$ cat config.mk
export PLATFORM = sky130hd
export DESIGN_NAME = shared_modem_aux_pin_select
export DESIGN_NICKNAME = d
export VERILOG_FILES = /design/src/inc/pin_select_pkg.sv /design/src/design/dsr_sync.sv /design/src/design/shared_modem_aux_pin_select.sv
export VERILOG_INCLUDE_DIRS = /design/src /design/src/inc
export SDC_FILE = /design/constraint.sdc
export NUM_CORES = 1
export LEC_CHECK = 0
export BUFFER_PORTS_ARGS = -buffer_cell sky130_fd_sc_hd__buf_2
export CORE_MARGIN = 1
export CORE_UTILIZATION = 38
export CTS_BUF_LIST = sky130_fd_sc_hd__clkbuf_4
export DETAILED_ROUTE_END_ITERATION = 16
export MAX_ROUTING_LAYER = met4
export PLACE_DENSITY = 0.77
export SYNTH_ARGS = -nofsm -noshare
export SYNTH_HDL_FRONTEND = slang
export SYNTH_SLANG_ARGS = --single-unit
$ cat constraint.sdc
create_clock -name i_core_clk -period 0.9 [get_ports i_core_clk]
set_input_delay 0.09 -clock i_core_clk [delete_from_list [all_inputs] [get_ports i_core_clk]]
set_output_delay 0.09 -clock i_core_clk [all_outputs]
set_load 0.03 [all_outputs]
$ cat src/inc/pin_select_regs.svh
/*
 Constants for the shared modem / auxiliary pin selector.
 Assumes inclusion by bare name from the package and the design.
*/
// Summary of operation
// - Each shared pin takes auxiliary, chip select or modem function per select field.
// - Auxiliary mode: bus request output driven low to ask for the bus.
// - Chip-select mode: three pins are active-low selects 6, 7, 8; grant pin output.
// - Modem mode: request-to-send low when modem control bit 2 set.
// - Modem mode: data-terminal-ready low when modem control bit 0 set.
// - Master reset forces request-to-send and data-terminal-ready high.
// - Loop mode holds request-to-send and data-terminal-ready inactive high.
// - Modem status bit 5 reads as inverse of data-set-ready pin.
// - Modem status bit 1 set when data-set-ready changed since last read.
// - Data-set-ready change with modem-status interrupt enabled raises an interrupt.
`ifndef PIN_SELECT_REGS_SVH
`define PIN_SELECT_REGS_SVH
`define MCR_DTR_BIT         0
`define MCR_RTS_BIT         2
`define MSR_DSR_CHANGE_BIT  1
`define MSR_DSR_BIT         5
`define MSR_WIDTH           8
`define MCR_WIDTH           8
`define SEL_AUX             2'h0
`define SEL_CS              2'h1
`define SEL_MODEM           2'h2
`endif

$ cat src/inc/pin_select_pkg.sv
/*
 Types for the shared modem / auxiliary pin selector.
 Assumes the constants header sits on the include path.
*/
`include "pin_select_regs.svh"
package pin_select_pkg;
   typedef enum logic [1:0] {
      FN_AUX   = `SEL_AUX,
      FN_CS    = `SEL_CS,
      FN_MODEM = `SEL_MODEM
   } pin_fn_e;

   typedef struct packed {
      logic aux_bus_request_n;
      logic shared_mem_drive;
      logic extra_select_6_n;
      logic extra_select_7_n;
      logic extra_select_8_n;
   } core_pins_s;

   typedef struct packed {
      logic pin0_o;
      logic pin1_o;
      logic pin1_oe;
      logic pin2_o;
   } shared_pins_s;
endpackage

$ cat src/design/dsr_sync.sv
/*
 Two-flop synchroniser with change detect for the data-set-ready pin.
 Assumes a single core clock with synchronous active-high reset.
*/
`timescale 1ns/1ns
`default_nettype none
module dsr_sync (
   input  wire logic i_core_clk,
   input  wire logic i_srst,
   input  wire logic i_pin,
   input  wire logic i_enable,
   output logic      o_level,
   output logic      o_change
);
   logic meta_ff;
   logic sync_ff;
   logic last_ff;

   always_ff @(posedge i_core_clk) begin
      if (i_srst) begin
         meta_ff <= 1'h1;
         sync_ff <= 1'h1;
      end else begin
         meta_ff <= i_pin;
         sync_ff <= meta_ff;
      end
   end

   always_ff @(posedge i_core_clk) begin
      if (i_srst) begin
         last_ff <= 1'h1;
      end else begin
         last_ff <= sync_ff;
      end
   end

   assign o_level  = sync_ff;
   assign o_change = i_enable && (sync_ff != last_ff);
endmodule
`default_nettype wire

$ cat src/design/shared_modem_aux_pin_select.sv
/*
 Function selector for the three shared pins: auxiliary bus handshake,
 extra chip selects or modem signals, with modem status and interrupt.
 Assumes the pin ring resolves pin1 from pin1_oe; core logic on i_core_clk.
*/
`timescale 1ns/1ns
`default_nettype none
`include "pin_select_regs.svh"
module shared_modem_aux_pin_select
   import pin_select_pkg::*;
(
   input  wire logic                   i_core_clk,
   input  wire logic                   i_srst,
   input  wire logic [1:0]             i_fn_sel,
   input  wire logic [`MCR_WIDTH-1:0]  i_mcr,
   input  wire logic                   i_loop_mode,
   input  wire logic                   i_msi_enable,
   input  wire logic                   i_msr_read,
   input  wire core_pins_s             i_core,
   input  wire logic                   i_pin1,
   output shared_pins_s                o_pins,
   output logic                        o_aux_bus_grant_in_n,
   output logic [`MSR_WIDTH-1:0]       o_msr,
   output logic                        o_modem_irq
);
   ////////////////////////////////////////////////////////////////////////
   // Function select and modem control
   pin_fn_e      fn_ff;
   logic         rts_n_ff;
   logic         dtr_n_ff;
   shared_pins_s pins_ff;

   always_ff @(posedge i_core_clk) begin
      if (i_srst) begin
         fn_ff <= FN_AUX;
      end else begin
         case (i_fn_sel)
            `SEL_CS:    fn_ff <= FN_CS;
            `SEL_MODEM: fn_ff <= FN_MODEM;
            default:    fn_ff <= FN_AUX;
         endcase
      end
   end

   always_ff @(posedge i_core_clk) begin
      if (i_srst) begin
         rts_n_ff <= 1'h1;
         dtr_n_ff <= 1'h1;
      end else begin
         rts_n_ff <= i_loop_mode | ~i_mcr[`MCR_RTS_BIT];
         dtr_n_ff <= i_loop_mode | ~i_mcr[`MCR_DTR_BIT];
      end
   end

   ////////////////////////////////////////////////////////////////////////
   // Pin drive
   always_ff @(posedge i_core_clk) begin
      if (i_srst) begin
         pins_ff <= '{pin0_o: 1'h1, pin1_o: 1'h1, pin1_oe: 1'h0, pin2_o: 1'h1};
      end else begin
         case (fn_ff)
            FN_AUX: begin
               pins_ff.pin0_o  <= i_core.aux_bus_request_n;
               pins_ff.pin1_o  <= 1'h1;
               pins_ff.pin1_oe <= 1'h0;
               pins_ff.pin2_o  <= i_core.shared_mem_drive;
            end
            FN_CS: begin
               pins_ff.pin0_o  <= i_core.extra_select_6_n;
               pins_ff.pin1_o  <= i_core.extra_select_7_n;
               pins_ff.pin1_oe <= 1'h1;
               pins_ff.pin2_o  <= i_core.extra_select_8_n;
            end
            FN_MODEM: begin
               pins_ff.pin0_o  <= rts_n_ff;
               pins_ff.pin1_o  <= 1'h1;
               pins_ff.pin1_oe <= 1'h0;
               pins_ff.pin2_o  <= dtr_n_ff;
            end
            default: begin
               pins_ff.pin0_o  <= 1'h1;
               pins_ff.pin1_o  <= 1'h1;
               pins_ff.pin1_oe <= 1'h0;
               pins_ff.pin2_o  <= 1'h1;
            end
         endcase
      end
   end
   assign o_pins = pins_ff;

   ////////////////////////////////////////////////////////////////////////
   // Data-set-ready / grant input and status
   logic pin1_level;
   logic pin1_change;
   logic dsr_change_flag_ff;
   logic dsr_bit_ff;
   logic grant_ff;
   logic irq_ff;

   dsr_sync u_dsr_sync (
      .i_core_clk (i_core_clk),
      .i_srst     (i_srst),
      .i_pin      (i_pin1),
      .i_enable   (fn_ff == FN_MODEM),
      .o_level    (pin1_level),
      .o_change   (pin1_change)
   );

   always_ff @(posedge i_core_clk) begin
      if (i_srst) begin
         grant_ff <= 1'h1;
      end else begin
         grant_ff <= (fn_ff == FN_AUX) ? pin1_level : 1'h1;
      end
   end
   assign o_aux_bus_grant_in_n = grant_ff;

   always_ff @(posedge i_core_clk) begin
      if (i_srst) begin
         dsr_bit_ff <= 1'h0;
      end else begin
         dsr_bit_ff <= (fn_ff == FN_MODEM) & ~pin1_level;
      end
   end

   always_ff @(posedge i_core_clk) begin
      if (i_srst) begin
         dsr_change_flag_ff <= 1'h0;
      end else if (pin1_change) begin
         dsr_change_flag_ff <= 1'h1;
      end else if (i_msr_read) begin
         dsr_change_flag_ff <= 1'h0;
      end
   end

   always_ff @(posedge i_core_clk) begin
      if (i_srst) begin
         irq_ff <= 1'h0;
      end else begin
         irq_ff <= i_msi_enable & (dsr_change_flag_ff | pin1_change);
      end
   end
   assign o_modem_irq = irq_ff;

   always_comb begin
      o_msr = '0;
      o_msr[`MSR_DSR_BIT]        = dsr_bit_ff;
      o_msr[`MSR_DSR_CHANGE_BIT] = dsr_change_flag_ff;
   end
endmodule
`default_nettype wire

# After elaboration in Yosys (flattened, before gate mapping)
# Index checks and enable logic that the tools add are counted.
# totals
regBits	15
wordCells	36
input_bits	21
out_inout_bits	14
# op_classes
eq_ne	5
bitwise_logic	9
reduce_logical	4
mux	4
# ops
op	n
$pmux W4 S3	1
$eq A2 B1 Y1 const B	2
$eq A2 B2 Y1 const B	2
$not A1 Y1	4
$pmux W2 S2	1
$or A1 B1 Y1	3
$and A1 B1 Y1	2
$logic_not A2 Y1	1
$mux W1	2
$reduce_bool A2 Y1	1
$reduce_or A2 Y1	1
$logic_and A1 B1 Y1	1
$ne A1 B1 Y1	1

# Logic depth before layout (Yosys ltp)
# Gate-level depths: netlist of the first run.
# depth
depth_word	4
mapped_depth	3
depth_no_buf	2

# Cells and area by module
# Synthesis of the first run repeated with hierarchy kept, for this count alone.
# unflattened
hier_cells	54
hier_area_um2	560.5
# modules_own_cells
module	seq_area_each_um2	area_each_um2	cells_per_inst	instances
shared_modem_aux_pin_select	240.2	466.7	46	1
dsr_sync	60.1	93.8	8	1

# Worst setup path before layout of the first run
# No wires, ideal clock.
# synth_timing
kind	register -> register
from	register u_dsr_sync.sync_ff (netlist: u_dsr_sync.o_level)
to	register grant_ff (netlist: o_aux_bus_grant_in_n)
slack_ns	-0.052
arrival_ns	0.825
period_less_slack_ns	0.952
setup_time_ns	0.127
t_required_ns	0.773
path_buffers	0
path_stages_with_launch	3
path_cell_list	dfxtp_1 or2_4 or3_1
# synth_rtl
element	line_no	rtl
from (decl)	dsr_sync.sv:16	logic sync_ff;
from (signal assigned)	dsr_sync.sv:25	sync_ff <= meta_ff;
to (signal assigned)	shared_modem_aux_pin_select.sv:113	grant_ff <= (fn_ff == FN_AUX) ? pin1_level : 1'h1;
to (decl)	shared_modem_aux_pin_select.sv:97	logic grant_ff;

==> results_dict.tcl, run 1 <==
set metrics [dict create \
    netlist-cell-type-count 21 \
    p_leak_nw 0.362 \
    cellPowerDensity_mw_per_mm2 1520 \
    yosysWarnings 0 \
    grt_pass1_vias 353 \
    diodes 0 \
    cts_tree "yes" \
    netlist_instances 52 \
    num_rows 13 \
    layout_setup_ws_ns -0.0487 \
    r2r_cells 2 \
    clock.fmax_mhz 1050 \
    routabilityCongestion 0.605 \
    drtPass1Iterations 2 \
    cp-startpoint "u_dsr_sync.o_level" \
    nets 108 \
    cap_violations 0 \
    synth.largest_area_cell "dfxtp_1" \
    cp-end-kind "register" \
    min_period_ns 0.949 \
    p_total_mw 1.29 \
    antenna_left 0 \
    cp.required_ns 1.07 \
    hp-class "in -> reg" \
    drc_errors 0 \
    cts-buffers-inserted 3 \
    setup_viol 3 \
    finalHoldViolCount 0 \
    ys_ff_latch 15 \
    die-area_sq_mm 0.00167 \
    antenna_found_initial 0 \
    grt_usage_pct 13.2 \
    grt_max_degree 10 \
    core_area_sq_mm 0.00135 \
    violations "negative setup slack" \
    clk_pin_slew_ns 0.08 \
    clk-insertion-delay-late_ns 0.28 \
    cts_root_buf "clkbuf_4" \
    yosys-top-cells-area "dfxtp_1 (52%), buf_4 (10%), nor3b_1 (5.2%)" \
    setup_tns_ns -0.111 \
    reg2reg_to "o_aux_bus_grant_in_n" \
    vias 438 \
    wl_per_cell_um 9.50 \
    clockBufferDepth 2 \
    setup.worst_path.start_class "register" \
    finClkSkew_ns 0.000632 \
    die_w_um 40.9 \
    multiInputGateArea_sq_um 230 \
    syn2layout_area_growth_pct 47.1 \
    n_fill_cell 120 \
    critPathKind "reg -> reg" \
    min_period_over_period_pct 105 \
    r2r_start "u_dsr_sync.o_level" \
    hp-start "i_msi_enable" \
    worstPathArrival_ns 1.11 \
    netlist.area_leader.share_pct 52.3 \
    r2r_setup_slack_ns -0.05 \
    viasPerCell 4.34 \
    rsz0062_at_grt "yes" \
    place_hpwl_um 636 \
    final-seq-area_sq_um 310 \
    htreeDepth 1 \
    crit_end "o_aux_bus_grant_in_n" \
    syn-cell-area_sq_um 574 \
    die-height_um 40.9 \
    boundaryPins 35 \
    drive_above_1_share_pct 50.0 \
    finalMaxSlewViolations 0 \
    start_util_pct 42.5 \
    wl_um 960 \
    numPortBuffers 22 \
    synth_area_per_cell_sq_um 11.0 \
    clock-sinks 15 \
    vdd_drop_max_v 0.000757 \
    drt_iter0_markers 1 \
    worstPathMaxFanout 2 \
    status "finished with violations" \
    largest_register_ffs 4 \
    ys_seq_area_share_pct 52.3 \
    grt_pass1_wl_mm 1.34 \
    grt.overflow.total 0 \
]
worst min path at each step:
stage	cells after the start	slack, ns	end
6_report	3	0.08	o_modem_irq
5_1_grt	3	0.08	o_modem_irq
4_1_cts	3	0.06	o_modem_irq
3_5_place_dp	2	0.26	dtr_n_ff
3_3_place_gp	2	0.26	dtr_n_ff
2_1_floorplan	1	0.15	dtr_n_ff
cells in the final DEF, fill, tap and decap left out, drive strengths merged:
master / n
a21oi: 2
buf: 25
clkbuf: 6
conb: 6
dfxtp: 15
dlygate4sd3: 8
inv: 1
mux2i: 2
nand2: 2
nand2b: 1
nand3b: 1
nand4bb: 1
nor2: 2
nor3b: 4
nor4b: 2
o21ai: 1
o32ai: 1
or2: 3
or3: 1
or3b: 1
xnor2: 1
cells by family (layout without fill, tap and decap cells):
family	count (synthesis)	in the layout	synth area share (%)
compound gates	4	4	5.45
xor+xnor	1	1	1.53
buf+inv	11	40	15.0
flops	15	15	52.3
mux	2	2	3.49
other cells	1	6	0.653
simple gates	18	18	21.6
through the flow:
step	util [%]	setup slack (ns)	hold slack [ns]	std cells	area, sq um
after floorplan	-	-0.0322	0.152	57	593
after global placement	50.1	-0.0523	0.256	89	677
after detailed placement	50.1	-0.0695	0.256	89	677
after CTS	60.0	-0.0469	0.0633	101	810
after global routing	62.6	-0.0790	0.0826	101	845
final	62.6	-0.0487	0.0768	101	845
report_power, final:
part | switching [mW] | total [mW] | internal (mW)
combinational | 0.0955 | 0.189 | 0.0932
sequential | 0.0132 | 0.696 | 0.683
clock | 0.198 | 0.400 | 0.202
metal layers:
layer,GRT usage (%),routed length [um]
met1,12.5,373
met2,21.5,493
met3,4.89,82
met4,10.0,10
met5,-,0
synth_stat cells:
master,count
or2_2,2
inv_1,1
dfxtp_1,15
nand3b_1,1
buf_4,8
or2_4,1
nand4bb_1,1
nor2_1,2
a21oi_1,2
or3b_1,1
xnor2_1,1
or3_1,1
o21ai_0,1
conb_1,1
nor4b_1,2
mux2i_1,2
nand2_1,2
buf_6,2
o32ai_2,1
nand2b_1,1
nor3b_1,4
what timing repair did:
item	CTS	global route
pin swaps	0	1
hold endpoints to repair	7	0
hold buffers	8	0
gates resized for setup	8	16
buffers inserted	0	0
setup endpoints to repair	7	12
critical path: stages (launching register included):
cell and delay [ns]:
dfxtp_2 0.32, or2_4 0.22, or3_1 0.30
layout make-up:
class | count | share of cell area (%)
inverters | 1 | 0.444
multi-input cells | 31 | 27.3
clock buffers | 4 | 3.56
repair buffers | 35 | 29.8
well taps | 15 | 2.22
flip-flops and latches | 15 | 36.7
No activity file was read; power rests on OpenSTA's default activity.
==> inputs of run 2 (changes only) <==
SKIP_CTS_REPAIR_TIMING = 1   (was unset)
==> run 2 against run 1 <==
Against the previous run: the run still ends with negative setup slack left; sequential share of layout area up 0.78 points; global-route usage down 1.6 points; worst hold slack worse by 0.073 ns; clock power about the same; worst setup slack better by 0.0019 ns; via count down 1.8%.
==> results_dict.tcl, run 2 (synthesis gave the netlist of run 1 again) <==
set metrics [dict create \
    nets 107 \
    hp-start "i_loop_mode" \
    largest_register_ffs 4 \
    cp_slowest_stage_delay_ns 0.32 \
    min_to "dtr_n_ff" \
    rsz0062_at_grt "yes" \
    p_leak_nw 0.354 \
    htreeDepth 1 \
    setup_tns_ns -0.111 \
    vdd_drop_max_v 0.000757 \
    start_util_pct 42.5 \
    grt_pass1_vias 299 \
    cts_tree "yes" \
    cpLargestDelayFamily "simple AND/OR/NAND/NOR gates" \
    numPortBuffers 22 \
    worstPathMaxFanout 2 \
    clk-insertion-delay-late_ns 0.28 \
    grt_pass1_wl_mm 1.15 \
    num_rows 13 \
    violations "negative setup slack" \
    wl_um 919 \
    drtPass1Iterations 2 \
    setup_viol 4 \
    min_path_cells 3 \
    cp.required_ns 1.07 \
    clock-sinks 15 \
    drc_errors 0 \
    antenna_found_initial 0 \
    core_area_sq_mm 0.00135 \
    r2r_start "u_dsr_sync.o_level" \
    finalHoldViolCount 0 \
    grt.overflow.total 0 \
    place_hpwl_um 636 \
    r2r_setup_slack_ns -0.05 \
    finalMaxSlewViolations 0 \
    layout_commonest_cell "buf_2" \
    cts_root_buf "clkbuf_4" \
    cap_violations 0 \
    worstPathArrival_ns 1.11 \
    viasPerCell 4.30 \
    clockBufferDepth 2 \
    setup.worst_path.start_class "register" \
    crit_chain "or2_4 > or3_1" \
    crit_cells 2 \
    die_w_um 40.9 \
    cts-buffers-inserted 3 \
    drt_iter0_markers 1 \
    vias 430 \
    layout_common_cells "buf_2 (15), dfxtp_1 (11), buf_4 (10), dlygate4sd3_1 (7), conb_1 (6)" \
    die-area_sq_mm 0.00167 \
    pre_cts_ws_ns -0.0695 \
    layout_setup_ws_ns -0.0469 \
    whs_ns 0.00393 \
    reg2reg_to "o_aux_bus_grant_in_n" \
    diodes 0 \
    die-height_um 40.9 \
    min_period_ns 0.947 \
    wl_per_cell_um 9.19 \
    hp-class "in -> reg" \
    grt_max_degree 10 \
    status "finished with violations" \
    critPathKind "reg -> reg" \
    critPathSlowestCell "dfxtp_2" \
    syn2layout_area_growth_pct 44.0 \
    cp-end-kind "register" \
    path_buf_inv 0 \
    min_period_over_period_pct 105 \
    finClkSkew_ns 0.000892 \
    drive_above_1_share_pct 49.4 \
    r2r_cells 2 \
    clk_pin_slew_ns 0.08 \
    routabilityCongestion 0.605 \
    cellPowerDensity_mw_per_mm2 1550 \
    grt_usage_pct 11.6 \
    boundaryPins 35 \
    clock.fmax_mhz 1060 \
    antenna_left 0 \
]
==> run 2: cell count changes in the layout (fill, tap and decap cells not counted), sizes merged <==
| cell | previous run | this run |
|---|---|---|
| buf | 25 | 26 |
| clkbuf | 6 | 5 |
| dlygate4sd3 | 8 | 7 |
==> run 2: area by class of cell <==
class / instances / area, sq um
fillers: 119 / 523
flip-flops and latches: 15 / 310
repair buffers: 34 / 239
multi-input cells: 31 / 225
clock buffers: 4 / 30.0
well taps: 15 / 18.8
inverters: 1 / 3.75
==> run 2: per-layer routing <==
layer  vias up  wire [um]  GRT usage, %
met5         -          0             -
met1       180        390          12.3
met2        21        434          16.4
li1        227          -             -
met4         0         10          10.0
met3         2         83          4.89
==> run 2: report_power, final <==
part	switching, mW	internal (mW)
Sequential	0.0130	0.683
Clock	0.198	0.202
Combinational	0.0938	0.0885
Total	0.305	0.974
==> run 2: tightest hold or removal path, stage by stage <==
cell,delay (ns)
buf_2,0.07
nor2_1,0.04
nand2_1,0.05
==> run 2: worst max-delay path by stage <==
stage                       start                   end  slack [ns]
2_1_floorplan  u_dsr_sync.o_level  o_aux_bus_grant_in_n       -0.03
3_3_place_gp             fn_ff[0]             o_pins[2]       -0.05
3_5_place_dp             fn_ff[1]    dsr_change_flag_ff       -0.07
4_1_cts                  fn_ff[1]    dsr_change_flag_ff       -0.08
5_1_grt        u_dsr_sync.o_level  o_aux_bus_grant_in_n       -0.08
6_report       u_dsr_sync.o_level  o_aux_bus_grant_in_n       -0.05
==> run 2: per-stage QoR <==
stage / cell area [sq um] / power (mW) / util (%) / cells
final: 827 / 1.28 / 61.3 / 100
after global routing: 827 / 1.35 / 61.3 / 100
after CTS: 707 / 1.27 / 52.4 / 93
after detailed placement: 677 / 0.864 / 50.1 / 89
after global placement: 677 / 0.862 / 50.1 / 89
after floorplan: 593 / 0.832 / - / 57
